`src/shared/phy_irq_pkg.sv`:
```
// Package: register map, field positions and reset values of the interrupt block.
// Assumes word-aligned AHB-Lite access; register indices are the printed offsets.
package phy_irq_pkg;
  // Printed offsets are register indices; byte address is four times the index
  localparam logic [7:0] IRQ_CTRL_IDX     = 8'h11;
  localparam logic [7:0] IRQ_STAT_IDX     = 8'h12;
  localparam logic [7:0] IRQ_SRC_IDX      = 8'h13;
  localparam logic [9:0] IRQ_CTRL_ADDR    = {IRQ_CTRL_IDX, 2'b00};
  localparam logic [9:0] IRQ_STAT_ADDR    = {IRQ_STAT_IDX, 2'b00};
  localparam logic [9:0] IRQ_SRC_ADDR     = {IRQ_SRC_IDX, 2'b00};
  localparam int         ADDR_W           = 10;
  // Control register fields
  localparam int         CTRL_OE_BIT      = 0;
  localparam int         CTRL_GEN_BIT     = 1;
  localparam int         CTRL_TEST_BIT    = 2;
  localparam int         CTRL_ROUTE_BIT   = 3;
  localparam logic [3:0] CTRL_RESET       = 4'h0;
  // Source register fields: counter select, summary pending, time-sync remaining
  localparam int         SRC_CSEL_LO      = 0;
  localparam int         SRC_PEND_BIT     = 8;
  localparam int         SRC_TSYNC_BIT    = 9;
  localparam logic [1:0] CSEL_RESET       = 2'h0;
  // Status register layout
  localparam int         NUM_FLAGS        = 8;
  localparam int         FLAG_LO          = 8;
  localparam int         EN_W             = 8;
  localparam logic [7:0] EN_RESET         = 8'h00;
  localparam logic [7:0] FLAG_RESET       = 8'h00;
  // Flag indices within the upper byte
  localparam int         F_CNT_LO         = 0;
  localparam int         F_CNT_HI         = 1;
  localparam int         F_ANEG           = 2;
  localparam int         F_DUP_TS         = 3;
  localparam int         F_SPEED          = 4;
  localparam int         F_LINK           = 5;
  localparam int         F_ENERGY         = 6;
  localparam int         F_LQ             = 7;
  // Event input indices
  localparam int         EV_LQ            = 0;
  localparam int         EV_ENERGY        = 1;
  localparam int         EV_LINK          = 2;
  localparam int         EV_SPEED         = 3;
  localparam int         EV_DUPLEX        = 4;
  localparam int         EV_TSYNC         = 5;
  localparam int         EV_ANEG          = 6;
  localparam int         EV_FCAR_HF       = 7;
  localparam int         EV_RXERR_HF      = 8;
  localparam int         EV_CTRL_FRAME    = 9;
  localparam int         NUM_EVENTS       = 10;
  localparam logic [1:0] HTRANS_NONSEQ    = 2'h2;
endpackage

```
`src/logic/irq_flag_bank.sv`:
```
// Bank of sticky event flags cleared on read.
// Assumes event pulses and the clear strobe share the module clock.
`timescale 1ns/1ps
module irq_flag_bank
  import phy_irq_pkg::*;
#(
  parameter int N = NUM_FLAGS
) (
  input  wire logic         i_ref_clk,
  input  wire logic         i_rst,
  input  wire logic [N-1:0] i_set,
  input  wire logic [N-1:0] i_clear,
  output logic      [N-1:0] o_flags
);
  logic [N-1:0] flag_q;
  logic [N-1:0] flag_d;

  // Set wins over clear so a same-cycle event stays for the next read
  always_comb begin
    flag_d = (flag_q & ~i_clear) | i_set; // RULE19
  end

  // ****************
  // Flag registers
  // ****************
  always_ff @(posedge i_ref_clk or posedge i_rst) begin
    if (i_rst) begin
      flag_q <= '0;
    end else begin
      flag_q <= flag_d;
    end
  end

  assign o_flags = flag_q;
endmodule

```
`src/logic/phy_interrupt_ctrl_status.sv`:
```
// Interrupt control and status for the transceiver: AHB-Lite slave, latched
// event flags, gating and the shared power-down/interrupt pin.
// Assumes event inputs are one-cycle pulses in the i_ref_clk domain; the pin
// input comes from outside and is synchronised here.
//
// Summary of operation
// RULE1: Control upper bits ignore writes, read zero
// RULE2: Route select moves time-sync and speed/duplex flags
// RULE3: Test-force bit holds interrupt asserted
// RULE4: Global enable gates all event interrupts
// RULE5: Output-enable bit makes pin interrupt output
// RULE6: Status flag sets on event since last read
// RULE7: Interrupt needs per-event enable and global permit
// RULE8: Flags latch regardless of enables
// RULE9: Bit 15 link-quality flag, clear on read
// RULE10: Bit 14 energy-detect flag, clear on read
// RULE11: Bit 13 link-change flag, clear on read
// RULE12: Bit 12 speed or speed/duplex, clear on read
// RULE13: Bit 11 duplex change when route zero
// RULE14: Time-sync flag rearms only when none remain
// RULE15: Bits 9,8 counter flags per select field
// RULE16: Low bits are read-write per-event enables
// RULE17: Summary pending bit cleared by status read
// RULE18: Pin driven low while enabled flag pending
// RULE19: Event during clearing read stays latched
// RULE20: Host reads status after each interrupt
`timescale 1ns/1ps
module phy_interrupt_ctrl_status
  import phy_irq_pkg::*;
(
  input  wire logic                  i_ref_clk,
  input  wire logic                  i_rst,
  // AHB-Lite slave
  input  wire logic                  i_hsel,
  input  wire logic [31:0]           i_haddr,
  input  wire logic [1:0]            i_htrans,
  input  wire logic                  i_hwrite,
  input  wire logic [2:0]            i_hsize,
  input  wire logic [31:0]           i_hwdata,
  input  wire logic                  i_hready,
  output logic      [31:0]           o_hrdata,
  output logic                       o_hreadyout,
  output logic                       o_hresp,
  // Event pulses from the detectors
  input  wire logic [NUM_EVENTS-1:0] i_events,
  // Time-sync unit still holds status
  input  wire logic                  i_timesync_status_avail,
  // Shared power-down/interrupt pin, three signals
  input  wire logic                  i_powerdown_or_irq_pin,
  output logic                       o_powerdown_or_irq_pin,
  output logic                       o_powerdown_or_irq_pin_oe,
  // Power-down request seen on the pin in input mode
  output logic                       o_powerdown_req
);

  // ****************
  // Bus front end
  // ****************
  logic              wr_pend_q, wr_pend_d;
  logic              rd_take;
  logic [ADDR_W-1:0] addr_q, addr_d;
  logic [31:0]       rdata_q, rdata_d;
  logic              addr_phase;

  // Single-word transfers only; other sizes are still answered OKAY
  // Size is not decoded, so a narrow write lands as a whole word
  assign addr_phase = i_hsel && i_hready && (i_htrans == HTRANS_NONSEQ);

  always_comb begin
    wr_pend_d = addr_phase && i_hwrite;
    addr_d    = addr_phase ? i_haddr[ADDR_W-1:0] : addr_q;
  end

  // Reads need no pending state: data and clear both act at the address edge
  assign rd_take = addr_phase && !i_hwrite;

  always_ff @(posedge i_ref_clk or posedge i_rst) begin
    if (i_rst) begin
      wr_pend_q <= 1'b0;
      addr_q    <= '0;
    end else begin
      wr_pend_q <= wr_pend_d;
      addr_q    <= addr_d;
    end
  end

  // Zero-wait slave, always OKAY
  assign o_hreadyout = 1'b1;
  assign o_hresp     = 1'b0;

  // ****************
  // Control and configuration
  // ****************
  logic [3:0]       ctrl_q, ctrl_d;
  logic [EN_W-1:0]  en_q, en_d;
  logic [1:0]       csel_q, csel_d;
  logic             wr_ctrl, wr_stat, wr_src;

  // Register decode, shared by the write strobes and the clear strobe
  function automatic logic addr_hit(input logic [ADDR_W-1:0] a,
                                    input logic [ADDR_W-1:0] target);
    addr_hit = (a == target);
  endfunction

  assign wr_ctrl = wr_pend_q && addr_hit(addr_q, IRQ_CTRL_ADDR);
  assign wr_stat = wr_pend_q && addr_hit(addr_q, IRQ_STAT_ADDR);
  assign wr_src  = wr_pend_q && addr_hit(addr_q, IRQ_SRC_ADDR);

  // Only the defined low bits are stored; upper bits are dropped
  always_comb begin
    ctrl_d = wr_ctrl ? i_hwdata[3:0] : ctrl_q; // RULE1
    en_d   = wr_stat ? i_hwdata[EN_W-1:0] : en_q; // RULE16
    csel_d = wr_src ? i_hwdata[SRC_CSEL_LO+:2] : csel_q;
  end

  always_ff @(posedge i_ref_clk or posedge i_rst) begin
    if (i_rst) begin
      ctrl_q <= CTRL_RESET;
      en_q   <= EN_RESET;
      csel_q <= CSEL_RESET;
    end else begin
      ctrl_q <= ctrl_d;
      en_q   <= en_d;
      csel_q <= csel_d;
    end
  end

  logic route_sel, test_force, gen_en, pin_oe;
  assign pin_oe     = ctrl_q[CTRL_OE_BIT];
  assign gen_en     = ctrl_q[CTRL_GEN_BIT];
  assign test_force = ctrl_q[CTRL_TEST_BIT];
  assign route_sel  = ctrl_q[CTRL_ROUTE_BIT];

  // ****************
  // Event routing
  // ****************
  logic [NUM_FLAGS-1:0] flag_set;
  logic [NUM_FLAGS-1:0] flags;
  logic [NUM_FLAGS-1:0] flag_clr;
  logic                 ts_armed_q, ts_armed_d;
  logic                 ts_fire;
  logic                 cnt_combined;
  logic                 rd_stat;

  // Clear at the edge that captures the read data; an event sampled at that
  // edge sets its flag after the capture and set wins, so none is lost
  assign rd_stat      = rd_take && addr_hit(i_haddr[ADDR_W-1:0], IRQ_STAT_ADDR); // RULE19
  assign cnt_combined = |csel_q;

  // Time-sync event fires once, then waits for the unit to drain its status
  // Limitation: an event that arrives while disarmed is dropped, not queued
  assign ts_fire = i_events[EV_TSYNC] && ts_armed_q;
  always_comb begin
    ts_armed_d = ts_armed_q;
    if (ts_fire) begin
      ts_armed_d = 1'b0; // RULE14
    end else if (!ts_armed_q && !i_timesync_status_avail) begin
      ts_armed_d = 1'b1; // RULE14
    end
  end

  always_ff @(posedge i_ref_clk or posedge i_rst) begin
    if (i_rst) begin
      ts_armed_q <= 1'b1;
    end else begin
      ts_armed_q <= ts_armed_d;
    end
  end

  // Routing follows the selects; flags set whatever the enables say
  always_comb begin
    flag_set           = '0;
    flag_set[F_LQ]     = i_events[EV_LQ]; // RULE9
    flag_set[F_ENERGY] = i_events[EV_ENERGY]; // RULE10
    flag_set[F_LINK]   = i_events[EV_LINK]; // RULE11
    flag_set[F_ANEG]   = i_events[EV_ANEG];
    if (route_sel) begin
      flag_set[F_SPEED]  = i_events[EV_SPEED] | i_events[EV_DUPLEX]; // RULE2 RULE12
      flag_set[F_DUP_TS] = ts_fire; // RULE2
    end else begin
      flag_set[F_SPEED]  = i_events[EV_SPEED]; // RULE12
      flag_set[F_DUP_TS] = i_events[EV_DUPLEX]; // RULE13
    end
    if (cnt_combined) begin
      flag_set[F_CNT_HI] = i_events[EV_FCAR_HF] | i_events[EV_RXERR_HF]; // RULE15
      flag_set[F_CNT_LO] = i_events[EV_CTRL_FRAME]; // RULE15
    end else begin
      flag_set[F_CNT_HI] = i_events[EV_FCAR_HF]; // RULE15
      flag_set[F_CNT_LO] = i_events[EV_RXERR_HF]; // RULE15
    end
  end

  // Read of the status register clears every flag it returned
  assign flag_clr = {NUM_FLAGS{rd_stat}};

  irq_flag_bank #(
    .N (NUM_FLAGS)
  ) u_flags (
    .i_ref_clk (i_ref_clk),
    .i_rst     (i_rst),
    .i_set     (flag_set), // RULE6 RULE8
    .i_clear   (flag_clr), // RULE9 RULE10 RULE11 RULE12 RULE13
    .o_flags   (flags)
  );

  // ****************
  // Interrupt generation and summary
  // ****************
  logic [NUM_FLAGS-1:0] en_map;
  logic                 irq_active;
  logic                 pend_q, pend_d;

  // Enable bit k of the low byte pairs with flag k
  assign en_map = en_q;

  // Test force bypasses the global enable so handlers can be exercised
  assign irq_active = (gen_en && |(flags & en_map)) || test_force; // RULE3 RULE4 RULE7

  // Summary tracks pending interrupt; status read clears it, new event wins
  always_comb begin
    pend_d = pend_q;
    if (rd_stat) begin
      pend_d = 1'b0; // RULE17
    end
    if (gen_en && |(flag_set & en_map)) begin
      pend_d = 1'b1; // RULE17
    end
    if (test_force) begin
      pend_d = 1'b1;
    end
  end

  always_ff @(posedge i_ref_clk or posedge i_rst) begin
    if (i_rst) begin
      pend_q <= 1'b0;
    end else begin
      pend_q <= pend_d;
    end
  end

  // ****************
  // Shared pin
  // ****************
  logic pin_meta_q, pin_sync_q;
  logic pin_out_q, pin_out_d;
  logic pin_oe_q, pin_oe_d;

  // Registered drive keeps the pin free of decode glitches
  always_comb begin
    pin_oe_d  = pin_oe; // RULE5
    pin_out_d = !irq_active; // RULE18
  end

  always_ff @(posedge i_ref_clk or posedge i_rst) begin
    if (i_rst) begin
      pin_meta_q <= 1'b1;
      pin_sync_q <= 1'b1;
      pin_out_q  <= 1'b1;
      pin_oe_q   <= 1'b0;
    end else begin
      pin_meta_q <= i_powerdown_or_irq_pin;
      pin_sync_q <= pin_meta_q;
      pin_out_q  <= pin_out_d;
      pin_oe_q   <= pin_oe_d;
    end
  end

  assign o_powerdown_or_irq_pin    = pin_out_q;
  assign o_powerdown_or_irq_pin_oe = pin_oe_q;
  // Pin low as input means power down; ignored while we drive it
  assign o_powerdown_req = !pin_oe_q && !pin_sync_q; // RULE5

  // ****************
  // Read data
  // ****************
  always_comb begin
    rdata_d = '0;
    if (rd_take) begin
      case (i_haddr[ADDR_W-1:0])
        IRQ_CTRL_ADDR: rdata_d[3:0] = ctrl_q; // RULE1
        IRQ_STAT_ADDR: rdata_d[15:0] = {flags, en_q};
        IRQ_SRC_ADDR: begin
          rdata_d[SRC_CSEL_LO+:2] = csel_q;
          rdata_d[SRC_PEND_BIT]   = pend_q;
          rdata_d[SRC_TSYNC_BIT]  = i_timesync_status_avail;
        end
        default: rdata_d = '0;
      endcase
    end
  end

  always_ff @(posedge i_ref_clk or posedge i_rst) begin
    if (i_rst) begin
      rdata_q <= '0;
    end else begin
      rdata_q <= rdata_d;
    end
  end

  // Flags captured and cleared at the address edge; data stands one cycle
  // in the data phase, and an event at the capture edge waits for the next
  // read because set wins over clear in the flag bank
  assign o_hrdata = rdata_q;
endmodule

```
`config.mk`:
```
export PLATFORM = sky130hd
export DESIGN_NAME = phy_interrupt_ctrl_status
export DESIGN_NICKNAME = d
export VERILOG_FILES = /design/src/shared/phy_irq_pkg.sv /design/src/logic/irq_flag_bank.sv /design/src/logic/phy_interrupt_ctrl_status.sv
export SDC_FILE = /design/constraint.sdc
export NUM_CORES = 1
export LEC_CHECK = 0
export ABC_AREA = 1
export BUFFER_PORTS_ARGS = -buffer_cell sky130_fd_sc_hd__buf_4
export CORE_MARGIN = 5
export CORE_UTILIZATION = 46
export CTS_CLUSTER_DIAMETER = 30
export DETAILED_ROUTE_END_ITERATION = 10
export MAX_ROUTING_LAYER = met4
export PLACE_DENSITY = 0.77
export REMOVE_ABC_BUFFERS = 1
export SLEW_MARGIN = 10
export SYNTH_ARGS = -nofsm -noshare
export SYNTH_HDL_FRONTEND = slang
export SYNTH_SLANG_ARGS = --single-unit
export TNS_END_PERCENT = 30
```
`constraint.sdc`:
```
create_clock -name i_ref_clk -period 1.7 [get_ports i_ref_clk]
set_clock_uncertainty 0.15 [all_clocks]
set_input_delay 0.085 -clock i_ref_clk [delete_from_list [all_inputs] [get_ports i_ref_clk]]
set_output_delay 0.085 -clock i_ref_clk [all_outputs]
set_load 0.02 [all_outputs]
```
==> Word level (Yosys, flattened, before mapping) <==
Index checks and enable logic that the tools add are counted.
{ "word_totals": {"ff_bits": 71, "in_bits": 86, "out_inout_bits": 37, "wordCells": 65} }
{ "op_classes": {"eq_ne": 7, "mux": 13, "n_bitwise": 7, "reduce_logical": 25} }
{ "ops": {"columns": ["op", "count"], "rows": [
  ["$eq 10x7->1 const B", 6],
  ["$and 8x8->8", 3],
  ["$mux 16", 1],
  ["$reduce_or 8->1", 2],
  ["$logic_and 1x1->1", 13],
  ["$not 8->8", 1],
  ["$or 8x8->8", 1],
  ["$pmux 2 s2", 2],
  ["$logic_not 1->1", 6],
  ["$mux 6", 1],
  ["$pmux 2 s3", 1],
  ["$mux 1", 5],
  ["$mux 2", 2],
  ["$mux 4", 1],
  ["$reduce_bool 3->1", 1],
  ["$eq 2x2->1 const B", 1],
  ["$or 1x1->1", 2],
  ["$reduce_bool 2->1", 1],
  ["$reduce_or 2->1", 1],
  ["$logic_or 1x1->1", 1]
]} }

==> Longest topological paths before layout <==
Gate-level depths: netlist (run 1).
{ "logic_depth": {"ltp_word": 7, "depth_mapped": 9, "ltp_nobuf": 9} }

==> Hierarchy <==
Synthesis (run 1) repeated with hierarchy kept, for this count alone.
{ "hier_totals": {"cells_unflattened": 318, "area_unflattened_um2": 2592.5} }
{ "modules_own_cells": {"columns": ["mod", "n_inst", "cells_per_inst", "area_each_um2", "seq_area_each_um2"], "rows": [
  ["phy_interrupt_ctrl_status", 1, 277, 2268.4, 1181.1],
  ["irq_flag_bank", 1, 41, 324.1, 200.2]
]} }

==> Worst setup path before layout (run 1) <==
Ideal clock, no wire load.
{ "synth_path": {"path_type": "register to register", "from": "register addr_q[0]", "to": "register en_q[0], in the netlist en_map[0]", "setup_ps": 117, "t_arrival_ps": 1024, "required_time_ps": 1433, "setup_slack_ps": 409, "path_stages_with_launch": 7, "n_path_buf": 0, "period_less_slack_ps": 1291, "path_cell_list": "dfrtp_1 -> nor2_1 -> nand2_1 -> nor2_2 -> nand2_2 -> nand2_1 -> nand2_1"} }
{ "synth_via": {"elab_chain_cells": 2} }
{ "synth_rtl": {"columns": ["item", "line", "rtl"], "rows": [
  ["from (decl)", "phy_interrupt_ctrl_status.sv:61", "logic [ADDR_W-1:0] addr_q, addr_d;"],
  ["from (signal assigned)", "phy_interrupt_ctrl_status.sv:83", "addr_q <= addr_d;"],
  ["$eq 10x7->1", "phy_interrupt_ctrl_status.sv:102", "addr_hit = (a == target);"],
  ["$logic_and 1x1->1", "phy_interrupt_ctrl_status.sv:106", "assign wr_stat = wr_pend_q && addr_hit(addr_q, IRQ_STAT_ADDR);"],
  ["to (signal assigned)", "phy_interrupt_ctrl_status.sv:123", "en_q <= en_d;"],
  ["to (decl)", "phy_interrupt_ctrl_status.sv:95", "logic [EN_W-1:0] en_q, en_d;"]
]} }
Every way passes these cells.
A chain may end at the register's enable or synchronous reset.

==> Final worst setup path (run 1) <==
{ "layout_path": {"from": "register csel_q[1]", "to": "register u_flags.flag_q[1], in the netlist u_flags.o_flags[1]"} }
{ "layout_via": {"elab_chain_cells": 3} }
{ "layout_rtl": {"columns": ["item", "line", "rtl"], "rows": [
  ["from (decl)", "phy_interrupt_ctrl_status.sv:96", "logic [1:0] csel_q, csel_d;"],
  ["from (signal assigned)", "phy_interrupt_ctrl_status.sv:124", "csel_q <= csel_d;"],
  ["$reduce_or 2->1", "phy_interrupt_ctrl_status.sv:148", "assign cnt_combined = |csel_q;"],
  ["$mux 2", "phy_interrupt_ctrl_status.sv:184", "if (cnt_combined) begin"],
  ["$or 8x8->8", "irq_flag_bank.sv:20", "flag_d = (flag_q & ~i_clear) | i_set;"],
  ["named net u_flags.flag_d[1]", "irq_flag_bank.sv:16", "logic [N-1:0] flag_d;"],
  ["to (signal assigned)", "irq_flag_bank.sv:30", "flag_q <= flag_d;"],
  ["to (decl)", "irq_flag_bank.sv:15", "logic [N-1:0] flag_q;"]
]} }
The timed path passes the listed nets, and every way through them passes these cells.

==> run_results.csv, run 1 <==
group,metric,value,unit
cts,clk_pin_slew,100,ps
cts,htreeDepth,2,
cells_and_area,layout.area.seq,1380,sq um
power_and_ir_drop,total_power,2.61,mW
floorplan,die_area,7190,sq um
yosys,yosys.area.top_type,"dfrtp_1",
sta,fin_crit_sh,96.3,%
global_routing,track_usage,17.2,%
drt,wirelength,6.00,mm
sta,finalSetupViolCount,0,
floorplan,die_h,84.8,microns
critical_path,start_kind,"flip-flop",
power_and_ir_drop,max-vdd-ir-drop,0.413,mV
global_routing,grt_max_degree,56,
yosys,synth.area.top_cells,"dfrtp_1 50%, nand2_1 13%, buf_4 5.5%",
critical_path,critical_path.endpoint,"u_flags.o_flags[1]",
cts,cts_sinks,55,
status,status,"finished, final reports clean",
global_routing,grt_pass1_wl,9.69,mm
drt,dr.pass1.iters,4,
cts,cts_buffer_depth,2,
critical_path,startpoint,"csel_q[1]",
sta,max_freq,0.611,GHz
critical_path,worstSetupEndpointType,"flip-flop",
cts,clk_latency,310,ps
sta,tns,0,ps
critical_path,worst_ep_required_time,1740,ps
global_routing,antenna_found_initial,0,
cells_and_area,fillers,452,
critical_path,arrival,1680,ps
sta,drv_slew,0,
sta,hold_violations,0,
placed_design,routabilityCongestion,0.822,
drt,ant_nets,0,
power_and_ir_drop,powerDensity,744,nW/um^2
drt,vias,2147,
placed_design,dp_hpwl,4.06,mm
critical_path,timing.rr.end,"u_flags.o_flags[1]",
floorplan,die_w,84.8,microns
cells_and_area,antenna_cells,0,
critical_path,crit_fanout,4,
flow_run,drv_cap,0,
global_routing,grt_pass1_vias,2129,
placed_design,io_buffers,55,
cells_and_area,area_delta_synth_final,36.6,%
yosys,synth.avg_cell_area,8.66,sq um
cells_and_area,drive_gt1_share,25.7,%
drt,wl_per_cell,12.8,microns
critical_path,r2r.worst_path.cells,6,
floorplan,std_cell_rows,27,
cts,cts_tree,"yes",
cts,cts-buffers-inserted,5,
yosys,ys_types,25,
drt,drc,0,
power_and_ir_drop,leakagePower,1.89,nW
sta,grt_setup_unrepaired,"no",
cts,cts_root_buf,"clkbuf_8",
yosys,synth_top_area_share,49.6,%
sta,fin_crit,1640,ps
yosys,synth_seq_cells,55,
floorplan,core_area,5470,sq um
yosys,synthCells,297,
floorplan,io_pins,123,
global_routing,overflow,0,
critical_path,reg2reg_from,"csel_q[1]",
drt,viasPerCell,4.58,
yosys,ys_seq_area_share,53.7,%
drt,drt_iter0_drc,166,
yosys,yosysWarnings,0,
cells_and_area,multi_input_area,952,sq um
worst_hold_path,hp-class,"in2reg",
yosys,syn_area,2570,sq um
floorplan,initial_core_util,47.0,%
critical_path,rrSetupSlack,60,ps
critical_path,critPathKind,"reg2reg",
cells_and_area,final_nets,482,
cell usage in the layout (no fill, tap or decap):
cell	instances
a21boi_1	1
a21oi_1	3
buf_12	1
buf_4	61
bufinv_16	1
clkbuf_1	1
clkbuf_8	5
clkinvlp_4	1
conb_1	18
dfrtp_1	49
dfrtp_2	2
dfstp_2	4
dlygate4sd3_1	36
inv_1	34
inv_2	3
mux2i_1	1
nand2_1	90
nand2_2	3
nand3_1	26
nand3_4	1
nand4_1	2
nor2_1	15
nor2_2	11
nor2_4	5
nor3_2	2
nor3_4	1
o21ai_0	9
o21ai_1	2
o21bai_1	5
o22ai_1	3
or2_2	1
synth_stat cells, drive strengths merged:
master and number:
nand2 93, dfrtp 51, inv 37, nor2 31, nand3 27, buf 22, o21ai 11, o21bai 5
dfstp 4, a21oi 3, nor3 3, o22ai 3, conb 2, nand4 2, a21boi 1, mux2i 1
or2 1
flip-flops by register name (all words and copies together) (netlist names):
name,count
en_map,8
u_flags.o_flags,8
wr_pend_q,1
ts_armed_q,1
addr_q,10
ctrl_q,4
pend_q,1
o_powerdown_or_irq_pin,1
csel_q,2
pin_meta_q,1
o_hrdata,16
pin_sync_q,1
o_powerdown_or_irq_pin_oe,1
metal layers:
layer / GRT usage (%) / part of all wire [%] / wire length (microns) / vias up
met1: 20.2 / 41 / 2450 / 994
met4: 6.04 / 1.7 / 102 / 0
met2: 29.8 / 52 / 3140 / 65
li1: - / - / - / 1078
met3: 2.85 / 5.1 / 305 / 10
met5: - / 0 / 0 / -
worst min-delay path by stage:
stage,start,to,slack [ps],cells past startpoint
floorplan,i_powerdown_or_irq_pin,pin_meta_q,-60,0
detailed placement,i_rst,o_powerdown_or_irq_pin_oe,10,3
CTS,i_hsel,o_hrdata[3],70,4
global route,i_hsel,o_hrdata[3],80,4
finish,i_hsel,o_hrdata[3],70,4
global placement,i_rst,o_hrdata[0],10,3
timing repair:
action	in CTS	in global routing
buffers inserted	0	2
hold endpoints to repair	94	0
hold buffers	36	0
setup endpoints to repair	0	3
gates resized for setup	0	8
cell families (layout without fill, tap and decap cells):
family          count (synthesis)  count (layout)  synth area share (%)
buf+inv                        59             143                  12.0
flops                          55              55                  53.7
simple gates                  157             157                  28.4
mux                             1               1                 0.389
other cells                     2              18                 0.292
compound gates                 23              23                  5.20
report_power, final:
part           total, mW  switching [mW]  internal, mW
registers           1.40          0.0309          1.37
logic              0.368           0.201         0.167
clock network      0.846           0.407         0.440
total               2.61           0.639          1.98
worst max-delay path, stage by stage, from the launching register on:
cell and delay (ps):
dfrtp_2 440, inv_1 80, nand2_2 70, nand2_1 70
dlygate4sd3_1 560, nand2_1 70, o21ai_1 70
per-stage QoR:
stage,cell area [sq um],setup WS [ps],hold WS [ps],utilization (%),instances
finish,3510,62.4,73.8,64.2,469
CTS,3490,40.8,71.0,63.7,467
floorplan,2460,129,-60.5,-,291
global placement,3020,265,13.4,55.1,423
detailed placement,3020,245,13.8,55.1,423
global route,3510,11.6,81.3,64.2,469
layout make-up:
class	instances	share of cell area, %
multi-input combinational	199	27.1
clock buffer	6	2.07
tap	72	2.56
inverter	37	3.95
sequential	55	39.4
timing repair buffer	98	23.9
clock inverter	2	1.07
Note: power is estimated with default switching activity, not from simulation.
==> run 2, diff against run 1 <==
--- a/config.mk
+++ b/config.mk
@@ -5,10 +5,9 @@
 export SDC_FILE = /design/constraint.sdc
 export NUM_CORES = 1
 export LEC_CHECK = 0
-export ABC_AREA = 1
 export BUFFER_PORTS_ARGS = -buffer_cell sky130_fd_sc_hd__buf_4
 export CORE_MARGIN = 5
-export CORE_UTILIZATION = 46
+export CORE_UTILIZATION = 45
 export CTS_CLUSTER_DIAMETER = 30
 export DETAILED_ROUTE_END_ITERATION = 10
 export MAX_ROUTING_LAYER = met4
==> run 2 against run 1 <==
The flow now finishes with violations (setup timing). Clock power rose by 4.6%. Register-to-register slack got worse by 210 ps. Die area fell by 5.5%. Combinational power fell by 2%. Final cell count fell by 27%. Utilization rose by 0.82 points. Critical path depth fell by 2. Area after synthesis fell by 8.3%. Global-route usage barely moved. Final area fell by 5.5%. Total power rose by 3.1%. Via count fell by 23%. Critical endpoint is now ctrl_q[3]. Largest cell class unchanged.
==> run_results.csv, run 2 <==
group,metric,value,unit
status,status,"finished with violations",
status,violations,"setup timing",
drt,drc,0,
critical_path,worst_ep_required_time,1750,ps
drt,ant_nets,0,
placed_design,dpl_worst_slack,-150,ps
sta,finalSetupViolCount,14,
drt,vias,1660,
floorplan,std_cell_rows,26,
critical_path,critPathKind,"reg2reg",
cells_and_area,fillers,377,
yosys,ys.flop_type,"dfrtp_1",
cts,cts_buffer_depth,2,
yosys,synth_top_family_by_area,"multiplexers",
placed_design,post_dp_cell_area,2820,sq um
cts,clk_latency,310,ps
cells_and_area,final_cell_mix,"58 x buf_4, 51 x dfrtp_1, 33 x dlygate4sd3_1",
yosys,yosys.area_share.simple,12.1,%
sta,holdWs,18.8,ps
yosys,synth_top_area_share,54.1,%
sta,fin_crit_sh,109,%
floorplan,core_area,5110,sq um
critical_path,arrival,1890,ps
sta,worst_slack,-145,ps
placed_design,io_buffers,55,
power_and_ir_drop,total_power,2.69,mW
sta,drv_slew,0,
cells_and_area,design_area,3320,sq um
drt,viasPerCell,4.84,
yosys,synth_xor_area_share,0,%
yosys,synth.area.top_cells,"dfrtp_1 54%, mux2_2 9.1%, buf_4 5.7%",
global_routing,grt_max_degree,37,
global_routing,grt_pass1_vias,1714,
cts,cts_tree,"yes",
yosys,synth_compound_area_share,8.75,%
cts,cts_setup_buffers,0,
floorplan,initial_core_util,46.2,%
cts,cts_sinks,55,
floorplan,die_h,82.4,microns
cells_and_area,drive_gt1_share,39.6,%
sta,grt_setup_unrepaired,"yes",
cells_and_area,fin_cells,343,
drt,wl_per_cell,15.5,microns
placed_design,dp_hpwl,3.70,mm
yosys,synth_seq_cells,55,
global_routing,antenna_found_initial,0,
yosys,synth-edff-count,0,
cts,htreeDepth,2,
global_routing,grt_use_met2,29.7,%
yosys,ys_seq_area_share,58.6,%
critical_path,start_kind,"flip-flop",
placed_design,routabilityCongestion,0.810,
cts,cts-buffers-inserted,5,
cts,clk_pin_slew,90,ps
yosys,yosys.area.top_type,"dfrtp_1",
drt,wirelength,5.32,mm
worst_hold_path,hp-class,"in2reg",
global_routing,grt_pass1_wl,8.38,mm
floorplan,die_area,6790,sq um
power_and_ir_drop,powerDensity,811,nW/um^2
cells_and_area,mostFrequentLayoutCell,"buf_4",
critical_path,rrSetupSlack,-150,ps
floorplan,die_w,82.4,microns
yosys,yosysWarnings,0,
yosys,muxShareOfSynthArea,13.2,%
yosys,ys_types,37,
power_and_ir_drop,max-vdd-ir-drop,0.533,mV
cells_and_area,largest_reg_flops,16,
yosys,synthCells,177,
sta,max_freq,0.542,GHz
sta,hold_violations,0,
yosys,yosysMostFrequentCell,"dfrtp_1",
cells_and_area,antenna_cells,0,
global_routing,use_met1,20.1,%
cells_and_area,final_nets,358,
cells_and_area,area_delta_synth_final,40.8,%
yosys,async_reset_ff_share,100,%
drt,dr.pass1.iters,4,
global_routing,grt_use_met3,3.90,%
global_routing,overflow,0,
global_routing,grt.busiest_layer,"met2",
cts,cts_root_buf,"clkbuf_8",
critical_path,worstSetupEndpointType,"flip-flop",
power_and_ir_drop,leakagePower,1.62,nW
yosys,synthTopCellsByCount,"51 x dfrtp_1, 19 x mux2_2, 18 x buf_4",
critical_path,crit_fanout,4,
yosys,synth.avg_cell_area,13.3,sq um
flow_run,drv_cap,0,
yosys,syn_area,2360,sq um
floorplan,io_pins,123,
placed_design,dp_cells,302,
drt,drt_iter0_drc,107,
yosys,synthAdderAreaFrac,0,%
global_routing,track_usage,17.2,%
sta,fin_crit,1850,ps
-- run 2: through the flow --
step / TNS, ps / utilization (%)
2_1_floorplan: 0 / -
3_3_place_gp: -555 / 55.1
3_5_place_dp: -1650 / 55.1
4_1_cts: -934 / 64.7
5_1_grt: -2460 / 65.0
6_report: -1240 / 65.0
-- run 2: report_power, final --
part / switching [mW] / internal, mW
Sequential: 0.0610 / 1.39
Combinational: 0.154 / 0.205
Clock: 0.408 / 0.477
-- run 2: per-layer routing --
metal	part of all wire (%)	vias up
li1	-	783
met1	41	827
met2	53	44
met3	5.2	6
met4	0.86	0
met5	0	-
-- run 2: final timing paths --
check | from | to | cells past startpoint
max reg2reg | addr_q[0] | ctrl_q[3] | 4
max in group asynchronous | i_rst | ts_armed_q | 4
min reg2reg | pin_meta_q | pin_sync_q | 0
min in group asynchronous | i_rst | ctrl_q[0] | 3
min | i_events[4] | u_flags.o_flags[3] | 3
max | addr_q[0] | ctrl_q[3] | 4
-- run 2: worst max-delay path, cell delays in order (launching register included) --
cell     delay (ps)
dfrtp_1         400
nor4_2          280
and4b_2         310
and3b_2         280
mux2_4          320
-- run 2: cell type report --
type / count / area [sq um] / share of cell area, %
Clock buffer: 6 / 82.6 / 2.49
Sequential cell: 55 / 1380 / 41.6
Inverter: 3 / 11.3 / 0.339
Timing Repair Buffer: 93 / 797 / 24.0
Tap cell: 70 / 87.6 / 2.64
Multi-Input combinational cell: 114 / 926 / 27.9
Clock inverter: 2 / 35.0 / 1.06
-- run 2: kinds of logic after synthesis --
group | count (synthesis)
DFF | 55
and+or+nand+nor | 40
AOI/OAI and AO/OA | 28
muxes | 28
buffers and inverters | 24
other | 2
-- run 2: what timing repair did --
item / 4_1_cts / 5_1_grt
hold buffers: 33 / 0
endpoints found under the setup margin: 14 / 28
gates resized for setup: 10 / 5
pin swaps: 3 / 4
endpoints found under the hold margin: 53 / 0
